## src/intc_edge.sv

```systemverilog
// shared constants and types of the interrupt controller, plus the pin edge detector
// assumes one system clock CLOCK and a synchronous active-high RESET
package intc_pkg;
    localparam int NUM_MASKABLE = 16; // seven pin sources and nine peripheral sources
    localparam int NUM_PINS = 7; // pin-driven sources
    localparam int NUM_EVENTS = 9; // peripheral-driven sources
    localparam logic [4:0] SRC_BREAK = 5'h10; // software break source id
    localparam logic [4:0] SRC_RESET = 5'h11; // reset source id
    localparam logic [15:0] REQ_RESET_VALUE = 16'h0000; // requests after reset
    localparam logic [15:0] ENA_RESET_VALUE = 16'h0000; // enables after reset
    localparam logic [1:0] SYNC_WARM = 2'h3; // clock cycles after reset before a pin level is trusted
    // vector low addresses, indexed by source id; entries 3 and 4 share a vector
    localparam logic [17:0][15:0] VECTOR_TABLE = {
        16'hfffc, 16'hffdc, 16'hffde, 16'hffe0, 16'hffe2, 16'hffe4,
        16'hffe6, 16'hffe8, 16'hffea, 16'hffec, 16'hffee, 16'hfff0,
        16'hfff2, 16'hfff4, 16'hfff4, 16'hfff6, 16'hfff8, 16'hfffa};

    // arbiter states
    typedef enum logic {
        ST_IDLE,
        ST_PRESENT
    } arb_state_t;

    // whole state of the controller
    typedef struct packed {
        arb_state_t st; // arbiter state
        logic [15:0] req; // request bits
        logic [15:0] ena; // enable bits
        logic software_break_opcode; // break pending
        logic rst_pend; // reset vector pending
        logic [4:0] src; // presented source
        logic [15:0] vec; // presented vector
        logic mask_set; // accept pulse for the mask flag
    } ctl_t;

    // state of one pin edge detector
    typedef struct packed {
        logic sync1; // first synchroniser stage
        logic sync2; // second synchroniser stage
        logic prev; // previous synchronised level
        logic pulse; // detected edge
        logic [1:0] warm; // clock cycles since reset, saturating
    } edge_t;
endpackage

`timescale 1ns/10ps
// one pin source: two-flop synchroniser and selectable edge detector
module pin_edge_detect
    import intc_pkg::*;
(
    input wire logic CLOCK,
    input wire logic RESET,
    input wire logic pin,
    input wire logic rising_sel,
    output logic edge_pulse
);
    edge_t r_reg; // registered state
    edge_t r_next; // next state

    // next-state logic
    always_comb begin
        r_next = r_reg;
        r_next.sync1 = pin; // first stage feeds only the second
        r_next.sync2 = r_reg.sync1;
        r_next.prev = r_reg.sync2;
        if (r_reg.warm != SYNC_WARM) begin // stages still hold reset zeros, a pin idling high is no edge
            r_next.warm = r_reg.warm + 2'h1;
            r_next.pulse = 1'b0;
        end else if (rising_sel) begin // rising edge chosen
            r_next.pulse = r_reg.sync2 & ~r_reg.prev;
        end else begin // falling edge chosen
            r_next.pulse = ~r_reg.sync2 & r_reg.prev;
        end
    end

    // state register
    always_ff @(posedge CLOCK) begin
        if (RESET) begin
            r_reg <= '0;
        end else begin
            r_reg <= r_next;
        end
    end

    assign edge_pulse = r_reg.pulse; // one-cycle pulse from a flop
endmodule

```

## src/intc_core.sv

```systemverilog
// interrupt request, enable and fixed-priority arbitration for the cpu core
// assumes the core pulses ACK to take a presented interrupt and pushes its own state
`timescale 1ns/10ps
module intc_core
    import intc_pkg::*;
(
    input wire logic CLOCK,
    input wire logic RESET,
    input wire logic [6:0] PIN_IN,
    input wire logic [6:0] EDGE_RISING,
    input wire logic [8:0] EVENT_IN,
    input wire logic BREAK_EXEC,
    input wire logic MASK_FLAG,
    input wire logic ENABLE_WR,
    input wire logic [15:0] ENABLE_DATA,
    input wire logic REQUEST_WR,
    input wire logic [15:0] REQUEST_DATA,
    input wire logic ACK,
    output logic IRQ,
    output logic [4:0] SOURCE,
    output logic [15:0] VECTOR,
    output logic MASK_SET,
    output logic [15:0] REQUEST_STATE,
    output logic [15:0] ENABLE_STATE
);
    ctl_t r_reg; // registered state
    ctl_t r_next; // next state
    logic [6:0] pin_pulse; // detected pin edges
    logic [15:0] set_vec; // hardware request events
    logic [15:0] qual; // qualified maskable requests
    logic have_pick; // something to present
    logic [4:0] pick; // winning source
    logic accept; // core takes the interrupt

    // one edge detector per pin source
    genvar gi;
    generate
        for (gi = 0; gi < NUM_PINS; gi++) begin : g_pin
            pin_edge_detect u_edge (
                .CLOCK(CLOCK),
                .RESET(RESET),
                .pin(PIN_IN[gi]),
                .rising_sel(EDGE_RISING[gi]),
                .edge_pulse(pin_pulse[gi])
            );
        end
    endgenerate

    // request bit layout in priority order, pins and events interleaved
    assign set_vec = {EVENT_IN[8], pin_pulse[6:5], EVENT_IN[7:0], pin_pulse[4:0]};
    assign qual = r_reg.req & r_reg.ena & {16{~MASK_FLAG}};
    assign accept = (r_reg.st == ST_PRESENT) && ACK;

    // fixed-priority pick: reset, then maskable by index, then break
    always_comb begin
        have_pick = 1'b0;
        pick = SRC_RESET;
        if (r_reg.rst_pend) begin // reset beats all
            have_pick = 1'b1;
            pick = SRC_RESET;
        end else if (|qual) begin // lowest index wins
            have_pick = 1'b1;
            for (int i = NUM_MASKABLE - 1; i >= 0; i--) begin
                if (qual[i]) begin
                    pick = 5'(i);
                end
            end
        end else if (r_reg.software_break_opcode) begin // break ignores mask and enables
            have_pick = 1'b1;
            pick = SRC_BREAK;
        end
    end

    // next-state logic
    always_comb begin
        r_next = r_reg;
        r_next.mask_set = 1'b0;
        // software clear of requests, zeros clear
        if (REQUEST_WR) begin
            r_next.req = r_reg.req & REQUEST_DATA;
        end
        // software write of enables
        if (ENABLE_WR) begin
            r_next.ena = ENABLE_DATA;
        end
        unique case (r_reg.st)
            ST_IDLE: begin // wait for a winner
                if (have_pick) begin
                    r_next.st = ST_PRESENT;
                    r_next.src = pick;
                    r_next.vec = VECTOR_TABLE[pick];
                end
            end
            ST_PRESENT: begin // offered to the core
                if (ACK) begin // accepted: clear source, ask core to set mask
                    r_next.st = ST_IDLE;
                    r_next.mask_set = 1'b1;
                    if (r_reg.src == SRC_RESET) begin
                        r_next.rst_pend = 1'b0;
                    end else if (r_reg.src == SRC_BREAK) begin
                        r_next.software_break_opcode = 1'b0;
                    end else begin
                        r_next.req[r_reg.src[3:0]] = 1'b0;
                    end
                end else if (!have_pick || pick != r_reg.src) begin
                    r_next.st = ST_IDLE; // withdrawn or outranked, re-arbitrate
                end
            end
        endcase
        // hardware events win over any clear in the same cycle
        r_next.req = r_next.req | set_vec;
        if (BREAK_EXEC) begin
            r_next.software_break_opcode = 1'b1;
        end
    end

    // state register
    always_ff @(posedge CLOCK) begin
        if (RESET) begin
            r_reg.st <= ST_IDLE;
            r_reg.req <= REQ_RESET_VALUE;
            r_reg.ena <= ENA_RESET_VALUE;
            r_reg.software_break_opcode <= 1'b0;
            r_reg.rst_pend <= 1'b1;
            r_reg.src <= SRC_RESET;
            r_reg.vec <= VECTOR_TABLE[SRC_RESET];
            r_reg.mask_set <= 1'b0;
        end else begin
            r_reg <= r_next;
        end
    end

    // outputs straight from flops
    assign IRQ = (r_reg.st == ST_PRESENT);
    assign SOURCE = r_reg.src;
    assign VECTOR = r_reg.vec;
    assign MASK_SET = r_reg.mask_set;
    assign REQUEST_STATE = r_reg.req;
    assign ENABLE_STATE = r_reg.ena;

    // helper: requests above the presented source in priority
    logic [15:0] higher_mask; // bits with lower index than SOURCE
    assign higher_mask = (16'h0001 << SOURCE[3:0]) - 16'h0001;
endmodule

```

## config.mk

```make
export PLATFORM = sky130hd
export DESIGN_NAME = intc_core
export DESIGN_NICKNAME = d
export VERILOG_FILES = /design/src/intc_edge.sv /design/src/intc_core.sv
export SDC_FILE = /design/constraint.sdc
export NUM_CORES = 1
export LEC_CHECK = 0
export BUFFER_PORTS_ARGS = -buffer_cell sky130_fd_sc_hd__buf_2
export CAP_MARGIN = 20
export CORE_MARGIN = 1
export CORE_UTILIZATION = 35
export CTS_BUF_LIST = sky130_fd_sc_hd__clkbuf_2
export DETAILED_ROUTE_END_ITERATION = 7
export HOLD_SLACK_MARGIN = 0.05
export MAX_ROUTING_LAYER = met4
export PLACE_DENSITY = 0.62
export RECOVER_POWER = 100
export SYNTH_ARGS = -nofsm -noshare
export SYNTH_HDL_FRONTEND = slang
export SYNTH_SLANG_ARGS = --single-unit
```

## constraint.sdc

```tcl
create_clock -name CLOCK -period 4.57 [get_ports CLOCK]
set_input_delay 1.1425 -clock CLOCK [delete_from_list [all_inputs] [get_ports CLOCK]]
set_output_delay 1.1425 -clock CLOCK [all_outputs]
set_load 0.01 [all_outputs]
```

==> results of run 1 <==
## final cells by class
cell class / count / area share
Multi-Input combinational cell: 300 / 0.4247
Clock buffer: 11 / 0.01234
Sequential cell: 88 / 0.3947
Clock inverter: 5 / 0.007569
Tap cell: 143 / 0.04009
Timing Repair Buffer: 106 / 0.1096
Inverter: 13 / 0.01093
## layer usage
metal  global-route usage  vias to the layer above  routed length [microns]
met5                    -                        -                        0
met4              0.06847                        0                      173
met3              0.05030                       14                      752
met2               0.2730                      106                     4626
met1               0.2099                     1510                     4466
li1                     -                     1647                        -
## through the flow
step                power (mW)  cells  instance area, sq um  setup WS [ps]    util
floorplan                1.080    474                  4204           1655       -
global placement         1.132    650                  4446           1170  0.3860
detailed placement       1.144    650                  4446           1111  0.3860
CTS                      1.496    666                  4534           1706  0.3937
global route             1.553    666                  4463          907.8  0.3875
finish                   1.462    666                  4463           1125  0.3875
## layout by cell type, fill, tap and decap left out, types with 3 or more instances in the layout
cell type  count
a21oi_1       30
a22oi_1        5
a22oi_2        4
a31oi_1        7
buf_2         60
clkbuf_1      45
clkbuf_2      11
conb_1        11
dfxtp_1       88
ha_1           9
inv_1         13
mux2i_1       24
nand2_1       33
nand2b_1       7
nand3_1        5
nor2_1        64
nor2b_1       22
nor3b_1       10
nor4_1         3
o21ai_0       11
o221ai_1       9
o22ai_1        4
xor2_1         7
## cell families after synthesis
kind of cell / after synthesis / synth area share
simple gates: 157 / 0.1839
compound gates: 89 / 0.1581
mux: 25 / 0.06031
fa+ha+maj: 9 / 0.02700
flops: 88 / 0.4224
xor+xnor: 9 / 0.01890
buf+inv: 86 / 0.1275
other cells: 2 / 0.001801
## power by group through the flow
stage	Clock (mW)	Combinational (mW)	Sequential, mW
2_1_floorplan	0	0.203	0.877
3_3_place_gp	0	0.241	0.891
3_5_place_dp	0	0.249	0.894
4_1_cts	0.365	0.251	0.879
5_1_grt	0.391	0.273	0.889
6_report	0.343	0.241	0.879
## worst max path at each step
stage	endpoint	startpoint	cells after the start	slack (ps)
floorplan	VECTOR[3]	MASK_FLAG	8	1660
detailed placement	VECTOR[3]	MASK_FLAG	10	1110
finish	VECTOR[3]	REQUEST_STATE[7]	9	1130
global route	VECTOR[3]	ENABLE_STATE[7]	9	910
CTS	VECTOR[3]	ENABLE_STATE[7]	10	1710
global placement	VECTOR[3]	MASK_FLAG	10	1170
==> results.sh, run 1 <==
export IMPL_status="complete, but fails checks"
export IMPL_failed_checks="DRC"
export IMPL_switching_power_mw=0.4517
export IMPL_drive_gt1_frac=0.1797
export IMPL_cp_num_buf_inv=0
export IMPL_synthDistinctLibCells=54
export IMPL_arrival_ps=3960
export IMPL_critPathTopFamily="compound AO/OA/AOI/OAI gates"
export IMPL_internal_power_mw=1.011
export IMPL_grt_pass1_wl_mm=16.14
export IMPL_cts_sinks=88
export IMPL_ys_async_sr_fraction=0
export IMPL_seqPwrFrac=0.601
export IMPL_cp_slowest_stage_delay_ps=780
export IMPL_drv_cap=0
export IMPL_via_per_inst=4.920
export IMPL_grt_use_total=0.1737
export IMPL_vias=3277
export IMPL_synth_area_leaders="dfxtp_1 42%, buf_4 9.5%, mux2i_1 5.8%"
export IMPL_fin_crit_ps=3445
export IMPL_die_h_microns=111.2
export IMPL_fin_skew_ps=27.44
export IMPL_p_clk_frac=0.234
export IMPL_clk_path_buf_depth=2
export IMPL_finalSetupViolCount=0
export IMPL_drv_slew=0
export IMPL_drc=26
export IMPL_io_pins=117
export IMPL_crit_top_cell="nor4_1"
export IMPL_hold_path_cell_count=1
export IMPL_fp_coreArea_sq_um=11520
export IMPL_fin_crit_sh=0.7538
export IMPL_grt_antenna_before_repair=0
export IMPL_rr_endpoint="VECTOR[3]"
export IMPL_power_density_nw_per_um2=327.6
export IMPL_cts_hold_buf=0
export IMPL_yosys_top_cells_count="88 x dfxtp_1, 64 x nor2_1, 53 x buf_4"
export IMPL_timing_rr_start="REQUEST_STATE[7]"
export IMPL_synth_edff_count=0
export IMPL_hold_violations=0
export IMPL_drt_wl_total_mm=10.02
export IMPL_required_ps=5090
export IMPL_dp_hpwl_mm=7.505
export IMPL_numCtsBuffers=9
export IMPL_path_max_fanout=11
export IMPL_cts_root_buffer_cell="clkbuf_2"
export IMPL_largest_reg_flops=21
export IMPL_ys_seq_elements=88
export IMPL_gp_congestion=0.8693
export IMPL_rr_worst_depth=9
export IMPL_synthCells=465
export IMPL_drtIter0Drc=249
export IMPL_cp_slowest_cell="nor2b_1"
export IMPL_leakagePower_nw=1.832
export IMPL_min_path_type="reg2reg"
export IMPL_port_buffers=105
export IMPL_fmax_mhz=290.3
export IMPL_ctsResizeCount=0
export IMPL_crit_chain="a22oi_1 -> a41oi_1 -> nor2b_1 -> o21ai_0 -> ha_1 -> nor4_1 -> nor4_1 -> a21oi_1 -> a211o_1"
export IMPL_comb_power_share=0.165
export IMPL_start_util=0.3621
export IMPL_fillers=1218
export IMPL_fin_nets=589
export IMPL_ir_drop_uv=180.1
export IMPL_hold_path_startpoint="g_pin[3].u_edge.edge_pulse"
export IMPL_ys_warn_count=0
export IMPL_cts_tree="done"
export IMPL_crit_path_end_kind="flop"
export IMPL_cts_setup_buffers=0
export IMPL_synthFlopType="dfxtp_1"
export IMPL_min_to="REQUEST_STATE[3]"
export IMPL_finalHoldWorstSlack_ps=454.7
export IMPL_cts_max_level=3
export IMPL_grt_pass1_vias=3160
export IMPL_slew_headroom=0.1294
export IMPL_worst_pin_slew_ps=1306
export IMPL_startpoint_type="flop"
export IMPL_routedWlPerCell_microns=15.04
export IMPL_yosysTopAreaCell="dfxtp_1"
export IMPL_syn_area_sq_um=4170
export IMPL_num_rows=39
export IMPL_rsz0062_at_grt="no"
export IMPL_tns_ps=0
export IMPL_grt_max_degree=65
export IMPL_clkLatencyLatePin_ps=580
export IMPL_rrSetupSlack_ps=1130
export IMPL_critPathKind="reg2reg"
export IMPL_die_w_microns=111.2
export IMPL_netSwitchingFraction=0.3089
export IMPL_yosysSeqAreaShare=0.4224
export IMPL_synth_most_common_cell="dfxtp_1"
export IMPL_area_growth_pct=7.021
export IMPL_clkTransAtPathRegs_ps=250
export IMPL_synth_area_per_cell_sq_um=8.968
export IMPL_yosysTopAreaCellShare=0.4224
export IMPL_postRouteAntennaNets=0
export IMPL_gr_total_overflow=0
export IMPL_die_area_sq_um=12360
export IMPL_regArea_sq_um=1762
export IMPL_insertedDiodeCount=0
export IMPL_multi_input_area_sq_um=1896
export IMPL_dr_pass1_iters=6
Power figures use the tool's default switching activity.
==> run 2, diff against run 1 <==
- ABC_AREA: not set -> 1
- clock period: 4.57 -> 3.5 ns (I/O delays scaled with it)
==> results.sh, run 2 <==
export IMPL_startpoint_type="input port"
export IMPL_finalSetupViolCount=0
export IMPL_fin_crit_sh=0.7915
export IMPL_drv_slew=52
export IMPL_power_density_nw_per_um2=459.7
export IMPL_clkLatencyLatePin_ps=560
export IMPL_die_w_microns=111.2
export IMPL_via_per_inst=4.622
export IMPL_yosys_top_cells_count="107 x nor2_1, 88 x dfxtp_1, 70 x inv_1"
export IMPL_io_pins=117
export IMPL_finalHoldWorstSlack_ps=417.0
export IMPL_grt_max_degree=52
export IMPL_multi_input_area_sq_um=1677
export IMPL_min_path_type="reg2reg"
export IMPL_final_cell_mix="109 x nor2_1, 88 x dfxtp_1, 70 x inv_1"
export IMPL_postRouteAntennaNets=0
export IMPL_ys_warn_count=0
export IMPL_grt_pass1_wl_mm=16.73
export IMPL_final_common_cell="nor2_1"
export IMPL_regArea_sq_um=1762
export IMPL_final_util=0.3917
export IMPL_largest_reg_flops=21
export IMPL_worst_pin_slew_ps=2306
export IMPL_grt_use_total=0.1795
export IMPL_dr_pass1_iters=6
export IMPL_synth_most_common_cell="nor2_1"
export IMPL_port_buffers=105
export IMPL_fin_skew_ps=16.24
export IMPL_cts_tree="done"
export IMPL_gp_congestion=0.8774
export IMPL_status="complete, but fails checks"
export IMPL_drive_gt1_frac=0.1505
export IMPL_timing_rr_start="REQUEST_STATE[4]"
export IMPL_synth_area_per_cell_sq_um=7.518
export IMPL_synthDistinctLibCells=34
export IMPL_critPathKind="in2reg"
export IMPL_synth_area_leaders="dfxtp_1 42%, nor2_1 9.6%, buf_4 9.5%"
export IMPL_rr_worst_depth=13
export IMPL_cts_hold_buf=0
export IMPL_fin_nets=685
export IMPL_grt_pass1_vias=3390
export IMPL_leakagePower_nw=2.070
export IMPL_fp_coreArea_sq_um=11520
export IMPL_rsz0062_at_grt="no"
export IMPL_path_max_fanout=10
export IMPL_failed_checks="DRC, capacitance limit, slew limit"
export IMPL_fillers=1273
export IMPL_hold_violations=0
export IMPL_grt_antenna_before_repair=1
export IMPL_crit_path_end="VECTOR[2]"
export IMPL_area_growth_pct=8.096
export IMPL_cts_max_level=3
export IMPL_ys_seq_elements=88
export IMPL_yosysSeqAreaShare=0.4222
export IMPL_crit_path_end_kind="flop"
export IMPL_syn_area_sq_um=4173
export IMPL_slew_headroom=-0.5376
export IMPL_synthCells=555
export IMPL_rr_endpoint="VECTOR[2]"
export IMPL_clkTransAtPathRegs_ps=220
export IMPL_synth_edff_count=0
export IMPL_numCtsBuffers=9
export IMPL_fin_crit_ps=2770
export IMPL_drt_wl_total_mm=10.44
export IMPL_drv_cap=1
export IMPL_die_h_microns=111.2
export IMPL_yosysTopAreaCell="dfxtp_1"
export IMPL_arrival_ps=3250
export IMPL_vias=3522
export IMPL_clk_path_buf_depth=2
export IMPL_die_area_sq_um=12360
export IMPL_crit_start="MASK_FLAG"
export IMPL_num_rows=39
export IMPL_routedWlPerCell_microns=13.70
export IMPL_drc=18
export IMPL_tns_ps=0
export IMPL_yosysTopAreaCellShare=0.4222
export IMPL_drtIter0Drc=186
export IMPL_ctsResizeCount=0
export IMPL_cts_setup_buffers=0
export IMPL_cts_root_buffer_cell="clkbuf_2"
export IMPL_required_ps=3980
export IMPL_ir_drop_uv=342.4
export IMPL_start_util=0.3623
export IMPL_ys_async_sr_fraction=0
export IMPL_gr_total_overflow=0
export IMPL_synthFlopType="dfxtp_1"
export IMPL_rrSetupSlack_ps=1050
export IMPL_fmax_mhz=361.0
export IMPL_dp_hpwl_mm=8.080
export IMPL_cts_sinks=88
==> run 2: cell count changes after synthesis, sizes merged, moves of 22 or more <==
cell,previous run,this run
inv,13,74
mux2i,24,0
nand2,33,62
nor2,64,110
nor2b,22,0
o21ai,11,44
==> run 2: power breakdown <==
part / total, mW / leakage, nW / switching (mW) / internal [mW]
Sequential: 1.15 / 0.726 / 0.0701 / 1.08
Combinational: 0.346 / 1.27 / 0.222 / 0.125
Clock: 0.573 / 0.0770 / 0.342 / 0.230
Total: 2.07 / 2.07 / 0.634 / 1.44
==> run 2: logic make-up (layout without fill, tap and decap cells) <==
kind of cell / after synthesis / count (layout) / share of synthesized area
AO/OA/AOI/OAI: 106 / 106 / 0.1448
adder cells (fa/ha/maj): 9 / 9 / 0.02699
flip-flops: 88 / 88 / 0.4222
AND/OR/NAND/NOR: 208 / 208 / 0.2228
buffers and inverters: 141 / 195 / 0.1793
XOR/XNOR: 1 / 1 / 0.002099
other: 2 / 12 / 0.001800
==> run 2: layer usage <==
metal  global-route usage  wire length (microns)  vias up
met5                    -                      0        -
met4              0.04324                     82        0
met3              0.06342                    695        9
met2               0.3013                   5097       79
met1               0.2039                   4567     1594
li1                     -                      -     1840
==> run 2: critical path, cell delays in order <==
cell      delay [ps]
clkbuf_1         400
inv_8            100
nand3_1          130
nand2_1           70
inv_1             70
nand2_1           70
nor2_1           310
nand2_4          110
nor2_1           130
nand2_2           70
nand2_1          320
inv_4            110
nand2_1          120
nand2_2           70
a221o_1          290
==> run 2: metrics by stage <==
step | power, mW | cell area (sq um) | std cells | setup slack, ps
floorplan | 1.443 | 4207 | 564 | 914.3
global placement | 1.526 | 4458 | 746 | 618.5
detailed placement | 1.537 | 4458 | 746 | 542.9
CTS | 2.119 | 4588 | 761 | 1118
global route | 2.206 | 4511 | 762 | 527.8
finish | 2.073 | 4511 | 762 | 729.6
==> run 2: worst min-delay path by stage <==
stage	from	end	depth (start not counted)
4_1_cts	PIN_IN[4]	g_pin[4].u_edge.r_next[4]	3
5_1_grt	PIN_IN[4]	g_pin[4].u_edge.r_next[4]	3
3_5_place_dp	g_pin[5].u_edge.r_next[4]	g_pin[5].u_edge.r_next[3]	2
2_1_floorplan	g_pin[0].u_edge.r_next[4]	g_pin[0].u_edge.r_next[3]	2
3_3_place_gp	g_pin[6].u_edge.r_next[4]	g_pin[6].u_edge.r_next[3]	2
6_report	g_pin[2].u_edge.r_next[4]	g_pin[2].u_edge.r_next[3]	2
==> run 2: final cells by class <==
class / instances / share of cell area
antenna: 1 / 0.0005548
clock buffer: 9 / 0.009986
clock inverter: 6 / 0.01886
inverter: 74 / 0.06380
multi-input combinational: 335 / 0.3717
sequential: 88 / 0.3906
tap: 143 / 0.03967
timing repair buffer: 106 / 0.1049
